===== src/rtl/ank_defs.svh =====
// Register offsets, field positions and reset values of the abort and slave NACK block
`ifndef ANK_DEFS_SVH
`define ANK_DEFS_SVH

// ==========================================================
// Register offsets (byte addresses, paddr[11:0])
`define ANK_OFF_INTR_STAT  12'h02c
`define ANK_OFF_INTR_MASK  12'h030
`define ANK_OFF_CLR_ABORT  12'h054
`define ANK_OFF_ENABLE     12'h06c
`define ANK_OFF_STATUS     12'h070
`define ANK_OFF_ABORT_SRC  12'h080
`define ANK_OFF_NACK_CTRL  12'h084

// ==========================================================
// Field positions
`define ANK_BIT_ENABLE     0
`define ANK_BIT_SLV_ACT    6
`define ANK_INT_TX_ABORT   0
`define ANK_INT_SLV_NACK   1

// ==========================================================
// Reset values
`define ANK_RST_NACK       1'h0
`define ANK_RST_ENABLE     1'h0
`define ANK_RST_MASK       2'h3

// ==========================================================
// Serial framing
`define ANK_ACK_SLOT       4'h8
`define ANK_DIR_SLOT       4'h7

`endif


===== src/rtl/ank_pkg.sv =====
// Types shared by the abort and slave NACK block
package ank_pkg;

   // Acknowledge-failure abort flags, bit 3 down to bit 0
   typedef struct packed {
      logic data_not_acked;
      logic long_addr_byte2_not_acked;
      logic long_addr_byte1_not_acked;
      logic short_addr_not_acked;
   } ank_abort_t;

   // One received data byte offered by the slave receiver
   typedef struct packed {
      logic       valid;
      logic       normal_ack;
      logic [7:0] data;
   } ank_slv_rx_t;

   // Phase of the transfer on the serial bus
   typedef enum logic [3:0] {
      PH_IDLE  = 4'b0001,
      PH_ADDR1 = 4'b0010,
      PH_ADDR2 = 4'b0100,
      PH_DATA  = 4'b1000
   } ank_phase_t;

endpackage


===== src/rtl/ank_abort_nack.sv =====
// Acknowledge-failure abort flags and forced slave data NACK, with APB registers
`timescale 1ns/1ps
`default_nettype none
`include "ank_defs.svh"

module ank_abort_nack #(
   parameter bit SLV_NACK_EN = 1'b1
) (
   input  wire logic                 pclk,           // System clock
   input  wire logic                 presetn,        // Async reset
   input  wire logic                 ce,             // Clock enable
   input  wire logic [11:0]          paddr,          // APB address
   input  wire logic                 psel,           // APB select
   input  wire logic                 penable,        // APB enable
   input  wire logic                 pwrite,         // APB direction
   input  wire logic [31:0]          pwdata,         // APB write data
   output logic      [31:0]          prdata,         // APB read data
   output logic                      pready,         // APB ready
   output logic                      pslverr,        // APB error
   input  wire logic                 scl_in,         // Serial clock pin
   input  wire logic                 sda_in,         // Serial data pin
   input  wire logic                 master_mode,    // Controller is master
   input  wire logic                 addr_10bit,     // 10-bit addressing
   input  wire logic                 slave_activity, // Slave part busy
   input  wire ank_pkg::ank_slv_rx_t slave_rx,       // Received slave byte
   output logic                      rx_push,        // Push to rx buffer
   output logic      [7:0]           rx_push_data,   // Byte pushed
   output logic                      slave_nack,     // NACK last byte
   output logic                      slave_abort,    // Slave rx aborted
   output logic                      master_stop_req,// End master transfer
   output logic                      tx_abort,       // Transmit-abort event
   output logic                      controller_en,  // Enable bit
   output logic                      irq             // Interrupt
);

   // ==========================================================
   // Pin synchronisers and bus condition detection
   logic       scl_s1;
   logic       scl_s2;
   logic       scl_d;
   logic       sda_s1;
   logic       sda_s2;
   logic       sda_d;

   always_ff @(posedge pclk or negedge presetn) begin
      if (!presetn) begin
         scl_s1 <= 1'b1;
         scl_s2 <= 1'b1;
         scl_d  <= 1'b1;
         sda_s1 <= 1'b1;
         sda_s2 <= 1'b1;
         sda_d  <= 1'b1;
      end else if (ce) begin
         scl_s1 <= scl_in;
         scl_s2 <= scl_s1;
         scl_d  <= scl_s2;
         sda_s1 <= sda_in;
         sda_s2 <= sda_s1;
         sda_d  <= sda_s2;
      end
   end

   logic scl_rise;
   logic bus_start;
   logic bus_stop;

   assign scl_rise  = scl_s2 & ~scl_d;
   assign bus_start = scl_s2 & scl_d & sda_d & ~sda_s2;
   assign bus_stop  = scl_s2 & scl_d & ~sda_d & sda_s2;

   // ==========================================================
   // Transfer phase tracking
   ank_pkg::ank_phase_t phase;
   logic [3:0]          bit_cnt;
   logic                rd_dir;
   logic                aborted;
   logic                ack_slot;

   assign ack_slot = scl_rise && (bit_cnt == `ANK_ACK_SLOT);

   always_ff @(posedge pclk or negedge presetn) begin
      if (!presetn) begin
         phase <= ank_pkg::PH_IDLE;
      end else if (ce) begin
         if (bus_stop) begin
            phase <= ank_pkg::PH_IDLE;
         end else if (bus_start) begin
            phase <= ank_pkg::PH_ADDR1;
         end else if (ack_slot) begin
            case (phase)
               ank_pkg::PH_ADDR1: begin
                  phase <= addr_10bit ? ank_pkg::PH_ADDR2 : ank_pkg::PH_DATA;
               end
               ank_pkg::PH_ADDR2: begin
                  phase <= ank_pkg::PH_DATA;
               end
               default: begin
                  phase <= phase;
               end
            endcase
         end
      end
   end

   always_ff @(posedge pclk or negedge presetn) begin
      if (!presetn) begin
         bit_cnt <= 4'h0;
         rd_dir  <= 1'b0;
      end else if (ce) begin
         if (bus_start || bus_stop) begin
            bit_cnt <= 4'h0;
         end else if (scl_rise) begin
            bit_cnt <= ack_slot ? 4'h0 : bit_cnt + 4'h1;
            // Direction bit ends the first address byte
            if (phase == ank_pkg::PH_ADDR1 && bit_cnt == `ANK_DIR_SLOT) begin
               rd_dir <= sda_s2;
            end
         end
      end
   end

   // ==========================================================
   // Acknowledge-failure detection
   logic                nack_seen;
   ank_pkg::ank_abort_t abort_set;

   assign nack_seen = ack_slot && sda_s2 && master_mode && controller_en && !aborted;

   always_comb begin
      abort_set = '0;
      if (nack_seen) begin
         case (phase)
            ank_pkg::PH_ADDR1: begin
               abort_set.long_addr_byte1_not_acked = addr_10bit;
               abort_set.short_addr_not_acked      = !addr_10bit;
            end
            ank_pkg::PH_ADDR2: begin
               abort_set.long_addr_byte2_not_acked = 1'b1;
            end
            ank_pkg::PH_DATA: begin
               abort_set.data_not_acked = !rd_dir;
            end
            default: begin
               abort_set = '0;
            end
         endcase
      end
   end

   // One abort per transfer, until the bus is released or restarted
   always_ff @(posedge pclk or negedge presetn) begin
      if (!presetn) begin
         aborted <= 1'b0;
      end else if (ce) begin
         if (bus_start || bus_stop) begin
            aborted <= 1'b0;
         end else if (|abort_set) begin
            aborted <= 1'b1;
         end
      end
   end

   always_ff @(posedge pclk or negedge presetn) begin
      if (!presetn) begin
         master_stop_req <= 1'b0;
         tx_abort        <= 1'b0;
      end else if (ce) begin
         master_stop_req <= |abort_set;
         tx_abort        <= |abort_set;
      end
   end

   // ==========================================================
   // APB slave
   logic        apb_done;
   logic        wr_done;
   logic        rd_done;
   logic        nack_ctrl;
   logic        force_nack;
   logic [1:0]  intr_stat;
   logic [1:0]  intr_mask;
   logic [31:0] rd_mux;
   logic        rd_hit;
   ank_pkg::ank_abort_t abort_src;

   assign apb_done   = psel & penable & pready;
   assign wr_done    = apb_done & pwrite;
   assign rd_done    = apb_done & ~pwrite;
   assign force_nack = SLV_NACK_EN & nack_ctrl;

   always_comb begin
      rd_mux = 32'h0000_0000;
      rd_hit = 1'b1;
      if (paddr == `ANK_OFF_INTR_STAT) begin
         rd_mux[1:0] = intr_stat;
      end else if (paddr == `ANK_OFF_INTR_MASK) begin
         rd_mux[1:0] = intr_mask;
      end else if (paddr == `ANK_OFF_CLR_ABORT || paddr == `ANK_OFF_ABORT_SRC) begin
         rd_mux[3:0] = abort_src;
      end else if (paddr == `ANK_OFF_ENABLE) begin
         rd_mux[`ANK_BIT_ENABLE] = controller_en;
      end else if (paddr == `ANK_OFF_STATUS) begin
         rd_mux[`ANK_BIT_SLV_ACT] = slave_activity;
      end else if (paddr == `ANK_OFF_NACK_CTRL) begin
         rd_mux[0] = force_nack;
      end else begin
         rd_hit = 1'b0;
      end
   end

   // Ready one cycle into the access phase; read data snapshot taken then
   always_ff @(posedge pclk or negedge presetn) begin
      if (!presetn) begin
         pready  <= 1'b0;
         prdata  <= 32'h0000_0000;
         pslverr <= 1'b0;
      end else if (ce) begin
         pready <= psel & penable & ~pready;
         if (psel & penable & ~pready) begin
            prdata  <= pwrite ? 32'h0000_0000 : rd_mux;
            pslverr <= ~rd_hit;
         end
      end
   end

   always_ff @(posedge pclk or negedge presetn) begin
      if (!presetn) begin
         controller_en <= `ANK_RST_ENABLE;
         intr_mask     <= `ANK_RST_MASK;
      end else if (ce && wr_done) begin
         if (paddr == `ANK_OFF_ENABLE) begin
            controller_en <= pwdata[`ANK_BIT_ENABLE];
         end else if (paddr == `ANK_OFF_INTR_MASK) begin
            intr_mask <= pwdata[1:0];
         end
      end
   end

   always_ff @(posedge pclk or negedge presetn) begin
      if (!presetn) begin
         nack_ctrl <= `ANK_RST_NACK;
      end else if (ce && wr_done && paddr == `ANK_OFF_NACK_CTRL) begin
         if (SLV_NACK_EN && !controller_en && !slave_activity) begin
            nack_ctrl <= pwdata[0];
         end
      end
   end

   // Only bits returned to software are cleared, so a new set is never lost
   always_ff @(posedge pclk or negedge presetn) begin
      if (!presetn) begin
         abort_src <= '0;
      end else if (ce) begin
         if (rd_done && paddr == `ANK_OFF_CLR_ABORT) begin
            abort_src <= abort_set | (abort_src & ~prdata[3:0]);
         end else begin
            abort_src <= abort_set | abort_src;
         end
      end
   end

   // ==========================================================
   // Slave receiver data acknowledge
   always_ff @(posedge pclk or negedge presetn) begin
      if (!presetn) begin
         rx_push      <= 1'b0;
         rx_push_data <= 8'h00;
         slave_nack   <= 1'b0;
         slave_abort  <= 1'b0;
      end else if (ce) begin
         rx_push     <= slave_rx.valid & ~force_nack & slave_rx.normal_ack;
         slave_abort <= slave_rx.valid & force_nack;
         if (slave_rx.valid) begin
            rx_push_data <= slave_rx.data;
            slave_nack   <= force_nack | ~slave_rx.normal_ack;
         end
      end
   end

   // ==========================================================
   // Interrupts
   logic [1:0] next_intr;

   always_comb begin
      next_intr = intr_stat;
      if (rd_done && paddr == `ANK_OFF_INTR_STAT) begin
         next_intr = intr_stat & ~prdata[1:0];
      end
      next_intr[`ANK_INT_TX_ABORT] = next_intr[`ANK_INT_TX_ABORT] | (|abort_set);
      next_intr[`ANK_INT_SLV_NACK] = next_intr[`ANK_INT_SLV_NACK] | (slave_rx.valid & force_nack);
   end

   always_ff @(posedge pclk or negedge presetn) begin
      if (!presetn) begin
         intr_stat <= 2'h0;
         irq       <= 1'b0;
      end else if (ce) begin
         intr_stat <= next_intr;
         irq       <= |(next_intr & intr_mask);
      end
   end

   // ==========================================================
   // Assertions
   a_data_nack_flag: assert property (@(posedge pclk) disable iff (!presetn)
      ce && nack_seen && phase == ank_pkg::PH_DATA && !rd_dir |=> abort_src.data_not_acked)
      else $error("data nack did not set abort bit 3");

   a_long2_nack_flag: assert property (@(posedge pclk) disable iff (!presetn)
      ce && nack_seen && phase == ank_pkg::PH_ADDR2 |=> abort_src.long_addr_byte2_not_acked)
      else $error("second address byte nack did not set abort bit 2");

   a_long1_nack_flag: assert property (@(posedge pclk) disable iff (!presetn)
      ce && nack_seen && phase == ank_pkg::PH_ADDR1 && addr_10bit
      |=> abort_src.long_addr_byte1_not_acked && !abort_src.short_addr_not_acked)
      else $error("first address byte nack did not set abort bit 1 alone");

   a_short_nack_flag: assert property (@(posedge pclk) disable iff (!presetn)
      ce && nack_seen && phase == ank_pkg::PH_ADDR1 && !addr_10bit |=> abort_src.short_addr_not_acked)
      else $error("7-bit address nack did not set abort bit 0");

   a_nack_write_gate: assert property (@(posedge pclk) disable iff (!presetn)
      ce && wr_done && paddr == `ANK_OFF_NACK_CTRL && (controller_en || slave_activity)
      |=> $stable(nack_ctrl))
      else $error("nack control written while enabled or slave busy");

   a_nack_absent: assert property (@(posedge pclk) disable iff (!presetn)
      !SLV_NACK_EN |-> !force_nack && prdata[0] == 1'b0 || paddr != `ANK_OFF_NACK_CTRL)
      else $error("absent nack control register has effect");

   a_forced_nack_drop: assert property (@(posedge pclk) disable iff (!presetn)
      ce && slave_rx.valid && force_nack |=> slave_nack && slave_abort && !rx_push)
      else $error("forced nack did not drop the byte");

   a_normal_ack_push: assert property (@(posedge pclk) disable iff (!presetn)
      ce && slave_rx.valid && !force_nack |=> rx_push == !slave_nack && rx_push == $past(slave_rx.normal_ack))
      else $error("normal acknowledge not followed");

   a_abort_clear: assert property (@(posedge pclk) disable iff (!presetn)
      ce && rd_done && paddr == `ANK_OFF_CLR_ABORT && !(|abort_set)
      |=> (abort_src & $past(prdata[3:0])) == 4'h0)
      else $error("abort flags not cleared by clear read");

   a_abort_stop: assert property (@(posedge pclk) disable iff (!presetn)
      ce && |abort_set |=> master_stop_req && tx_abort ##1 (!ce || !tx_abort))
      else $error("abort did not end the transfer for one cycle");

   c_short_abort: cover property (@(posedge pclk) disable iff (!presetn)
      ce && abort_set.short_addr_not_acked);
   c_long2_abort: cover property (@(posedge pclk) disable iff (!presetn)
      ce && abort_set.long_addr_byte2_not_acked);
   c_forced_nack: cover property (@(posedge pclk) disable iff (!presetn)
      ce && slave_rx.valid && force_nack);
   c_irq_raise: cover property (@(posedge pclk) disable iff (!presetn)
      !irq ##1 irq);

endmodule
`default_nettype wire


===== config.mk =====
export PLATFORM = sky130hd
export DESIGN_NAME = ank_abort_nack
export DESIGN_NICKNAME = d
export VERILOG_FILES = /design/src/rtl/ank_pkg.sv /design/src/rtl/ank_abort_nack.sv
export VERILOG_INCLUDE_DIRS = /design/src /design/src/rtl
export SDC_FILE = /design/constraint.sdc
export NUM_CORES = 1
export LEC_CHECK = 0
export ABC_AREA = 1
export ABC_CLOCK_PERIOD_IN_PS = 1300
export BUFFER_PORTS_ARGS = -buffer_cell sky130_fd_sc_hd__buf_4
export CAP_MARGIN = 20
export CORE_AREA = 2 2 82 84
export DETAILED_ROUTE_END_ITERATION = 6
export DIE_AREA = 0 0 84 86
export PLACE_DENSITY_LB_ADDON = 0.2
export SETUP_SLACK_MARGIN = 0.02
export SYNTH_ARGS = -nofsm -noshare
export SYNTH_HDL_FRONTEND = slang
export SYNTH_SLANG_ARGS = --single-unit

===== constraint.sdc =====
create_clock -name pclk -period 1.3 [get_ports pclk]
set_clock_uncertainty 0.05 [all_clocks]
set_input_delay 0.13 -clock pclk [delete_from_list [all_inputs] [get_ports pclk]]
set_output_delay 0.13 -clock pclk [all_outputs]
set_load 0.05 [all_outputs]

### Word level (Yosys, flattened, before mapping)

Cells that the tools add are included.
Widths: inputs -> output; s select.

| word-level totals | value |
|---|---|
| word-level logic and storage cells | 144 |
| register bits after elaboration | 73 |
| input port bits | 65 |

| operators by class | value |
|---|---|
| equal/unequal tests | 12 |
| bitwise gates (word level) | 34 |
| $add $sub $neg | 1 |
| multiplexer cells | 37 |
| reduce and logical (&&, ||, !) cells | 33 |

Operators with widths:

| cell | number |
|---|---|
| $eq 12x7->1 const B | 3 |
| $mux 4 | 9 |
| $eq 12x6->1 const B | 2 |
| $eq 12x8->1 const B | 2 |
| $mux 1 | 19 |
| $and 1x1->1 | 14 |
| $mux 2 | 6 |
| $reduce_and 2->1 | 6 |
| $logic_and 1x1->1 | 11 |
| $not 1->1 | 10 |
| $eq 4x3->1 const B | 2 |
| $eq 4x4->1 const B | 2 |
| $or 4x4->4 | 2 |
| $pmux 4 s2 | 1 |
| $mux 7 | 1 |
| $reduce_and 3->1 | 2 |
| $logic_not 1->1 | 5 |
| $add 4x1->4 const B | 1 |
| $and 2x2->2 | 2 |
| $and 4x4->4 | 1 |
| $eq 4x2->1 const B | 1 |
| $not 4->4 | 1 |
| $reduce_and 4->1 | 1 |
| $reduce_bool 2->1 | 2 |
| other kinds (8) | 11 |

### Longest topological paths before layout

Gate-level depths: netlist of run 1.

| logic depth | value |
|---|---|
| depth in word-level cells | 12 |
| mapped depth | 11 |
| gate-level depth less buffers | 11 |

### Worst setup path after synthesis of run 1

No wires, ideal clock.

| timing path | value |
|---|---|
| path kind | register -> register |
| start | reg controller_en |
| end | reg aborted |
| data arrival time | 1382 ps |
| stages on the path, launching flop included | 6 |
| period minus slack after synthesis | 1505 ps |
| path slack | -205 ps |
| data required time | 1177 ps |
| buffers on the path | 0 |
| cell sequence | dfrtp_1 -> nand4_1 -> nor3_2 -> o21ai_1 -> or2_4 -> a21boi_2 |

| between the ends | value |
|---|---|
| word-level cells in the longest chain between the ends | 6 |

RTL lines:

| item | line | text |
|---|---|---|
| start, declared | ank_abort_nack.sv:32 | `output logic controller_en,` |
| start signal, assigned | ank_abort_nack.sv:228 | `` controller_en <= `ANK_RST_ENABLE; `` |
| start signal, assigned | ank_abort_nack.sv:232 | `` controller_en <= pwdata[`ANK_BIT_ENABLE]; `` |
| $logic_and 1x1->1 (2 in series) | ank_abort_nack.sv:127 | `assign nack_seen = ack_slot && sda_s2 && master_mode && controller_en && !aborted;` |
| $mux 4 | ank_abort_nack.sv:131 | `if (nack_seen) begin` |
| $reduce_or 4->1 | ank_abort_nack.sv:157 | `end else if (\|abort_set) begin` |
| $reduce_bool 2->1 (no source line) | -- |  |
| $reduce_and 2->1 (no source line) | -- |  |
| end signal, assigned | ank_abort_nack.sv:153 | `aborted <= 1'b0;` |
| end signal, assigned | ank_abort_nack.sv:156 | `aborted <= 1'b0;` |
| end signal, assigned | ank_abort_nack.sv:158 | `aborted <= 1'b1;` |
| end, declared | ank_abort_nack.sv:76 | `logic aborted;` |

No other way between the ends.
A chain may end at the register's enable or synchronous reset.

### Final worst setup path of run 1

| timing path | value |
|---|---|
| start | reg scl_s2 |
| end | reg bit_cnt[2] |

| between the ends | value |
|---|---|
| word-level cells in the longest chain between the ends | 6 |
| elaborated cells on any way between the ends | 13 |

RTL lines:

| item | line | text |
|---|---|---|
| start, declared | ank_abort_nack.sv:39 | `logic scl_s2;` |
| start signal, assigned | ank_abort_nack.sv:55 | `scl_s2 <= scl_s1;` |
| $and 1x1->1 | ank_abort_nack.sv:68, ank_abort_nack.sv:69 |  |
| $and 1x1->1, on equally long branches (2 in series) | ank_abort_nack.sv:68, ank_abort_nack.sv:69 |  |
| $logic_or 1x1->1 | ank_abort_nack.sv:110 | `if (bus_start \|\| bus_stop) begin` |
| $reduce_bool 2->1 (no source line) | -- |  |
| $reduce_and 2->1 (no source line) | -- |  |
| end signal, assigned | ank_abort_nack.sv:113 | `bit_cnt <= ack_slot ? 4'h0 : bit_cnt + 4'h1;` |
| end, declared | ank_abort_nack.sv:74 | `logic [3:0] bit_cnt;` |

Parallel ways exist; a longest one is shown, timed or not. The select of a mux whose other input is x is not followed.

==> impl_metrics.env, run 1 <==
export IMPL_end_kind="flip-flop"
export IMPL_clockRootBuffer="clkbuf_8"
export IMPL_wl_per_cell_um=12.2
export IMPL_synth_main_ff_cell="dfrtp_1"
export IMPL_slew_violations=0
export IMPL_final_common_cell="nand2_1"
export IMPL_die_w_um=84
export IMPL_io_buffers=56
export IMPL_hold_start="pwdata[0]"
export IMPL_core_um2=6280
export IMPL_r2r_start="scl_s2$_DFFE_PN1P_"
export IMPL_layout_nets=510
export IMPL_worstPathRequired_ps=1440
export IMPL_min_period_ps=1480
export IMPL_dr_pass1_iters=4
export IMPL_dp_hpwl_um=4760
export IMPL_fin_area_um2=3620
export IMPL_max_cap_violations=0
export IMPL_synth_seq_area_share_pct=43.9
export IMPL_synth_seq_cells=46
export IMPL_setup_tns_ps=-1870
export IMPL_h_tree_depth=2
export IMPL_drt_iter0_markers=98
export IMPL_clock_fmax_ghz=0.678
export IMPL_gp_congestion=0.841
export IMPL_grt_max_degree=23
export IMPL_grt_first_pass_wirelength_um=10600
export IMPL_path_max_fanout=3
export IMPL_cts_buffers=5
export IMPL_num_rows=29
export IMPL_placed_area_um2=3290
export IMPL_vias=2424
export IMPL_clk_latency_ps=300
export IMPL_p_leak_uw=0.00187
export IMPL_multi_input_area_um2=1290
export IMPL_syn_avg_cell_area_um2=7.79
export IMPL_postRouteAntennaNets=0
export IMPL_hold_viol_final=0
export IMPL_finalCritPeriodShare_pct=113
export IMPL_initial_core_util_pct=42.2
export IMPL_route_detailed_drc=0
export IMPL_synth_cell_area_um2=2650
export IMPL_power_density_nw_per_um2=1120
export IMPL_critPathLaunchType="flip-flop"
export IMPL_startpoint="scl_s2$_DFFE_PN1P_"
export IMPL_rsz0062_at_grt="yes"
export IMPL_layout_common_cells="nand2_1 (92), buf_4 (88), dfrtp_1 (35), inv_1 (32), conb_1 (27)"
export IMPL_drt_wl_total_um=6340
export IMPL_synth_cell_types=31
export IMPL_synthArstFlopShare_pct=100
export IMPL_ys_top_cells_by_area="dfrtp_1 (35%), nand2_1 (14%), dfstp_2 (8.9%)"
export IMPL_die_h_um=86
export IMPL_drive_gt1_share_pct=37.4
export IMPL_synth_edf_count=0
export IMPL_yosysTopAreaCell="dfrtp_1"
export IMPL_hp_class="in -> reg"
export IMPL_antenna_found_initial=0
export IMPL_irDropWorstVdd_mv=0.836
export IMPL_grtUsageTotal_pct=18.2
export IMPL_cts_sinks=46
export IMPL_clkTransAtPathRegs_ps=90
export IMPL_path_class="reg -> reg"
export IMPL_post_place_ws_ps=-155
export IMPL_n_antenna_cell=0
export IMPL_area_growth_pct=36.6
export IMPL_setup_ws_ps=-175
export IMPL_clock_path_buffers=2
export IMPL_first_global_vias=2338
export IMPL_cp_data_arrival_time_ps=1610
export IMPL_die_area_um2=7220
export IMPL_nFillCells=613
export IMPL_status="complete, but fails checks"
export IMPL_vias_per_cell=4.65
export IMPL_cts_tree="yes"
export IMPL_setup_violations_final=17
export IMPL_regArea_um2=1160
export IMPL_io_pins=114
export IMPL_netlist_instances=340
export IMPL_overflow=0
export IMPL_yosysTopAreaCellShare_pct=35.0
export IMPL_yosysWarnings=0
export IMPL_violations="negative setup slack"
critical path: stages (launching register included):
cell	delay (ps)
dfstp_2	560
nand2_2	60
inv_2	60
nand3_2	80
nand2_2	110
nand2_4	70
o21ai_4	90
nand2_2	110
o21ai_2	130
a21oi_1	60
flip-flops by register name (all words and copies together) (netlist names), 2 cells and up:
| name | count |
|---|---|
| bit_cnt | 4 |
| intr_mask | 2 |
| prdata | 5 |
| intr_stat | 2 |
| phase | 4 |
| rx_push_data | 8 |
| abort_src | 4 |
layer usage:
metal / GRT usage (%) / vias up / wire [um]
li1: - / 1219 / -
met1: 22.7 / 1124 / 2690
met2: 31.7 / 67 / 3200
met3: 3.27 / 14 / 314
met4: 6.45 / 0 / 140
met5: 0 / - / 0
final cells by class:
class | count | area share (%)
multi-input combinational | 243 | 35.7
sequential | 46 | 32.2
timing repair buffer | 102 | 22.4
inverter | 45 | 4.81
tap | 77 | 2.66
clock buffer | 8 | 2.21
cell usage after synthesis (2+ instances only):
master and count:
nand2_1 101, dfrtp_1 37, inv_1 36, buf_4 29, nand3_1 20, nor2_1 20, o21ai_0 14, o21ai_1 13
dfstp_2 9, inv_2 8, nand2_2 8, nand4_1 8, nor2_2 6, a21oi_1 5, nand3_2 4, nor2_4 3
clkbuf_1 2, ha_1 2, nor3_4 2, o22ai_1 2
through the flow:
stage | hold slack, ps | util [%] | std cells | power [uW]
finish | 18.0 | 57.6 | 521 | 4040
global route | 34.1 | 57.6 | 521 | 4290
CTS | 14.3 | 56.8 | 519 | 3980
detailed placement | -11.6 | 52.4 | 495 | 3070
global placement | -12.6 | 52.4 | 495 | 3040
floorplan | -216 | - | 366 | 2620
cells by family after synthesis:
family | Yosys count | share of synthesized area, %
AO/OA/AOI/OAI | 38 | 8.03
adder cells (fa/ha/maj) | 2 | 0.945
buffers and inverters | 77 | 15.3
flip-flops | 46 | 43.9
other | 1 | 0.142
AND/OR/NAND/NOR | 176 | 31.7
power by group:
group          leakage [uW]  switching (uW)  internal (uW)  total [uW]
sequential         0.000566             112           1620        1730
clock             0.0000395             466            383         849
combinational       0.00127             889            571        1460
total               0.00187            1470           2580        4040
final timing paths:
| check | to | slack [ps] | depth (start not counted) |
|---|---|---|---|
| min | intr_mask[0]$_DFFE_PN1P_ | 20 | 3 |
| max in group asynchronous | scl_s1$_DFFE_PN1P_ | 510 | 3 |
| min in group asynchronous | prdata[6]$_DFFE_PN0P_ | 200 | 2 |
| max reg2reg | bit_cnt[2]$_DFFE_PN0P_ | -180 | 9 |
| max | bit_cnt[2]$_DFFE_PN0P_ | -180 | 9 |
| min reg2reg | scl_s1$_DFFE_PN1P_ | 410 | 2 |
what timing repair did:
| action | in CTS | in global routing |
|---|---|---|
| buffers inserted | 3 | 2 |
| gates resized for setup | 12 | 12 |
| endpoints found under the setup margin | 17 | 18 |
| hold endpoints to repair | 50 | 0 |
| pin swaps | 5 | 10 |
| hold buffers | 13 | 0 |
Power figures use the tool's default switching activity.
==> inputs of run 2 (changes only) <==
ABC_CLOCK_PERIOD_IN_PS = 1700   (was 1300)
CORE_AREA = 2 2 75 77   (was 2 2 82 84)
DIE_AREA = 0 0 77 79   (was 0 0 84 86)
clock period = 1.7 ns   (was 1.3 ns; I/O delays follow)
==> impl_metrics.env, run 2 (same netlist as run 1, synthesis figures left out) <==
export IMPL_dr_pass1_iters=4
export IMPL_layout_nets=468
export IMPL_dp_hpwl_um=4180
export IMPL_gp_congestion=0.812
export IMPL_placed_area_um2=3050
export IMPL_vias_per_cell=4.64
export IMPL_drt_iter0_markers=118
export IMPL_first_global_vias=2135
export IMPL_final_common_cell="nand2_1"
export IMPL_hold_viol_final=0
export IMPL_die_h_um=79
export IMPL_vias=2198
export IMPL_irDropWorstVdd_mv=0.453
export IMPL_io_pins=114
export IMPL_cp_data_arrival_time_ps=1730
export IMPL_slowest_stage="dfrtp_1"
export IMPL_clkTransAtPathRegs_ps=90
export IMPL_hp_class="in -> reg"
export IMPL_num_rows=27
export IMPL_cp_num_cells=8
export IMPL_cts_buffers=5
export IMPL_max_stage_delay_ps=400
export IMPL_setup_tns_ps=0
export IMPL_worstHoldPathCells=3
export IMPL_end_kind="flip-flop"
export IMPL_p_leak_uw=0.00167
export IMPL_n_antenna_cell=0
export IMPL_grt_max_degree=47
export IMPL_worstPathRequired_ps=1870
export IMPL_top_regs="rx_push_data: 8 flops, prdata: 5 flops"
export IMPL_die_w_um=77
export IMPL_slew_violations=0
export IMPL_drive_gt1_share_pct=28.1
export IMPL_largest_register_ffs=8
export IMPL_clk_latency_ps=290
export IMPL_path_class="reg -> reg"
export IMPL_setup_violations_final=0
export IMPL_min_period_ps=1560
export IMPL_critPathLaunchType="flip-flop"
export IMPL_cts_tree="yes"
export IMPL_crit_chain="inv_2 > ha_1 > nand3_2 > nor2_2 > nand3_1 > nand2_1 > inv_2 > o21ai_1"
export IMPL_wl_per_cell_um=11.3
export IMPL_route_detailed_drc=0
export IMPL_power_density_nw_per_um2=919
export IMPL_cpMostUsedCell="inv_2"
export IMPL_max_cap_violations=0
export IMPL_core_um2=5340
export IMPL_r2r_cells=8
export IMPL_rsz0062_at_grt="yes"
export IMPL_setup_ws_ps=142
export IMPL_clock_fmax_ghz=0.642
export IMPL_post_place_ws_ps=127
export IMPL_finalCritPeriodShare_pct=91.6
export IMPL_die_area_um2=6080
export IMPL_grt_first_pass_wirelength_um=9200
export IMPL_worst_pin_slew_ps=559
export IMPL_overflow=0
export IMPL_postRouteAntennaNets=0
export IMPL_path_max_fanout=4
export IMPL_antenna_found_initial=0
export IMPL_nFillCells=503
export IMPL_path_buf_inv=2
export IMPL_clockRootBuffer="clkbuf_8"
export IMPL_layout_common_cells="nand2_1 (101), buf_4 (59), dfrtp_1 (37), inv_1 (35), conb_1 (27)"
export IMPL_area_growth_pct=19.5
export IMPL_grtUsageTotal_pct=18.4
export IMPL_io_buffers=56
export IMPL_post_cts_repair_setup_buffers=0
export IMPL_status="finished, final reports clean"
export IMPL_slew_headroom_pct=62.7
export IMPL_cts_sinks=46
export IMPL_top_register="rx_push_data"
export IMPL_cp_top_family="simple AND/OR/NAND/NOR gates"
export IMPL_initial_core_util_pct=49.6
export IMPL_clock_path_buffers=2
export IMPL_h_tree_depth=2
export IMPL_drt_wl_total_um=5340
export IMPL_fin_area_um2=3160
## run 2: changes by cell type in the layout (fill, tap and decap cells not counted), sizes merged
cell         delta
buf            -30
clkbuf          -1
bufinv          +1
dlygate4sd3    -12
## run 2: power by group
group / switching, uW / internal, uW
Clock: 349 / 440
Combinational: 565 / 231
Sequential: 83.2 / 1240
Total: 997 / 1910
## run 2: path summary, 6_finish.rpt
path / from / to / slack (ps)
max reg2reg: bit_cnt[0]$_DFFE_PN0P_ / phase[0]$_DFFE_PN1P_ / 140
max in group asynchronous: presetn / intr_mask[0]$_DFFE_PN1P_ / 850
min in group asynchronous: presetn / bit_cnt[2]$_DFFE_PN0P_ / 360
min: slave_rx[4] / rx_push_data[4]$_DFFE_PN0P_ / 20
min reg2reg: sda_s1$_DFFE_PN1P_ / sda_s1$_DFFE_PN1P_ / 420
max: bit_cnt[0]$_DFFE_PN0P_ / phase[0]$_DFFE_PN1P_ / 140
## run 2: layout make-up
| cell class | count | area, um^2 | share of cell area, % |
|---|---|---|---|
| multi-input combinational | 243 | 1180 | 37.2 |
| sequential | 46 | 1160 | 36.7 |
| timing repair buffer | 60 | 453 | 14.3 |
| tap | 72 | 90.1 | 2.85 |
| inverter | 45 | 174 | 5.50 |
| clock buffer | 7 | 76.3 | 2.41 |
| clock inverter | 1 | 30.0 | 0.949 |
## run 2: through the flow
step	power, uW	utilization (%)	hold WS, ps	instances
after global routing	3080	59.3	16.3	474
final	2910	59.3	20.3	474
after global placement	2110	57.1	155	465
after floorplan	1950	-	-176	366
after CTS	2930	59.3	14.0	474
after detailed placement	2130	57.1	154	465
## run 2: metal layers
metal  global-route usage, %  share of wire (%)  up-vias  wire [um]
met2                    31.6                 47       68       2530
met4                    5.36               0.99        0         53
li1                        -                  -     1135          -
met1                    23.8                 46      987       2480
met5                       0                  0        -          0
met3                    3.75                5.2        8        276
## run 2: repair_timing
| action | in CTS | in global routing |
|---|---|---|
| endpoints found under the setup margin | 0 | 4 |
| gates resized for setup | 0 | 3 |
| endpoints found under the hold margin | 37 | 0 |
| hold buffers | 1 | 0 |
## run 2: tightest hold or removal path: stages
cell	delay [ps]
buf_4	80
nand2_1	40
nand2_1	40
==> inputs of run 3 (changes only) <==
ABC_CLOCK_PERIOD_IN_PS = 1400   (was 1700)
CORE_AREA = 2 2 82 84   (was 2 2 75 77)
DIE_AREA = 0 0 84 86   (was 0 0 77 79)
clock period = 1.4 ns   (was 1.7 ns; I/O delays follow)
==> impl_metrics.env, run 3 (same netlist as run 1, synthesis figures left out) <==
export IMPL_status="complete, but fails checks"
export IMPL_violations="negative setup slack"
export IMPL_dp_hpwl_um=4600
export IMPL_max_cap_violations=0
export IMPL_placed_area_um2=3210
export IMPL_irDropWorstVdd_mv=0.829
export IMPL_largest_register_ffs=8
export IMPL_grtUsageTotal_pct=17.2
export IMPL_area_growth_pct=36.8
export IMPL_overflow=0
export IMPL_die_w_um=84
export IMPL_worstPathRequired_ps=1580
export IMPL_layout_common_cells="nand2_1 (93), buf_4 (80), dfrtp_1 (35), inv_1 (32), conb_1 (27)"
export IMPL_cts_buffers=5
export IMPL_r2r_cells=5
export IMPL_gp_congestion=0.820
export IMPL_hold_start="pwdata[1]"
export IMPL_drt_wl_total_um=6280
export IMPL_min_period_ps=1560
export IMPL_cp_endpoint="aborted$_DFFE_PN0P_"
export IMPL_postRouteAntennaNets=0
export IMPL_final_common_cell="nand2_1"
export IMPL_io_pins=114
export IMPL_grt_first_pass_wirelength_um=10000
export IMPL_clock_fmax_ghz=0.639
export IMPL_startpoint="sda_s2$_DFFE_PN1P_"
export IMPL_top_regs="rx_push_data: 8 flops, prdata: 5 flops"
export IMPL_finalCritPeriodShare_pct=112
export IMPL_wl_per_cell_um=12.2
export IMPL_power_density_nw_per_um2=1070
export IMPL_drt_iter0_markers=70
export IMPL_setup_violations_final=11
export IMPL_vias_per_cell=4.63
export IMPL_vias=2387
export IMPL_clockRootBuffer="clkbuf_8"
export IMPL_route_detailed_drc=0
export IMPL_n_antenna_cell=0
export IMPL_nFillCells=602
export IMPL_first_global_vias=2316
export IMPL_die_h_um=86
export IMPL_path_class="reg -> reg"
export IMPL_num_rows=29
export IMPL_clk_latency_ps=300
export IMPL_core_um2=6280
export IMPL_critPathLaunchType="flip-flop"
export IMPL_h_tree_depth=2
export IMPL_slowest_stage="dfstp_2"
export IMPL_rsz0062_at_grt="yes"
export IMPL_antenna_found_initial=0
export IMPL_dr_pass1_iters=6
export IMPL_max_stage_delay_ps=570
export IMPL_path_max_fanout=4
export IMPL_clkTransAtPathRegs_ps=90
export IMPL_end_kind="flip-flop"
export IMPL_regArea_um2=1160
export IMPL_hold_viol_final=0
export IMPL_cts_tree="yes"
export IMPL_cts_sinks=46
export IMPL_multi_input_area_um2=1300
export IMPL_r2r_start="sda_s2$_DFFE_PN1P_"
export IMPL_crit_chain="nand4_1 > nor3_2 > o21ai_1 > or2_4 > a21boi_2"
export IMPL_clock_path_buffers=2
export IMPL_slew_violations=0
export IMPL_hold_ws_ps=1.55
export IMPL_drive_gt1_share_pct=37.7
export IMPL_setup_ws_ps=-164
export IMPL_p_leak_uw=0.00186
export IMPL_initial_core_util_pct=42.2
export IMPL_ff2ff_setup_slack_ps=-160
export IMPL_total_power_uw=3870
export IMPL_fin_area_um2=3620
export IMPL_top_register="rx_push_data"
export IMPL_cp_data_arrival_time_ps=1740
export IMPL_r2r_end="aborted$_DFFE_PN0P_"
export IMPL_io_buffers=56
export IMPL_hp_class="in -> reg"
export IMPL_grt_max_degree=31
export IMPL_die_area_um2=7220
export IMPL_layout_nets=504
## run 3: changes by cell type in the layout (fill, tap and decap cells not counted), sizes merged
cell / change
buf: +26
dlygate4sd3: +10
## run 3: layout make-up
cell class | instances | area share (%)
sequential | 46 | 32.2
inverter | 45 | 4.87
multi-input combinational | 243 | 35.9
clock buffer | 7 | 2.11
clock inverter | 1 | 0.829
tap | 77 | 2.66
timing repair buffer | 96 | 21.4
## run 3: power by group
part	switching, uW	internal [uW]	total (uW)
Clock	439	535	973
Combinational	815	472	1290
Sequential	101	1510	1610
## run 3: repair_timing
| item | 4_1_cts | 5_1_grt |
|---|---|---|
| setup endpoints to repair | 15 | 16 |
| setup buffers | 4 | 4 |
| hold buffers | 11 | 0 |
| endpoints found under the hold margin | 36 | 0 |
| resized for setup | 7 | 34 |
| pin swaps | 5 | 16 |
## run 3: how the worst min path moves through the flow
stage | end | slack [ps] | depth (start not counted)
2_1_floorplan | abort_src[0]$_DFFE_PN0P_ | -210 | 0
3_5_place_dp | bit_cnt[0]$_DFFE_PN0P_ | 60 | 1
4_1_cts | rx_push_data[2]$_DFFE_PN0P_ | 1 | 3
3_3_place_gp | bit_cnt[1]$_DFFE_PN0P_ | 50 | 1
5_1_grt | intr_mask[1]$_DFFE_PN1P_ | 20 | 3
6_report | intr_mask[1]$_DFFE_PN1P_ | 2 | 3
## run 3: metrics by stage
stage          setup TNS, ps  setup WS (ps)  util (%)  std cells
5_1_grt                -1740           -235      57.7        515
2_1_floorplan          -18.0          -18.0         -        366
3_5_place_dp            -746           -110      51.1        488
3_3_place_gp            -385          -71.7      51.1        488
4_1_cts                 -517          -75.8      55.3        511
6_report                -727           -164      57.7        515
## run 3: critical path, delay by kind of cell, from the launching register on
kind	cells	cell delay (ps)
flops	1	570
simple gates	3	630
compound gates	2	230
## run 3: routing by layer
layer  share of wire (%)  wire length (um)  track usage [%]  up-vias
li1                    -                 -                -     1206
met3                 5.3               333             3.46       10
met5                   0                 0                0        -
met1                  41              2590             21.7     1107
met4                 1.6               102             5.43        0
met2                  52              3250             29.7       64
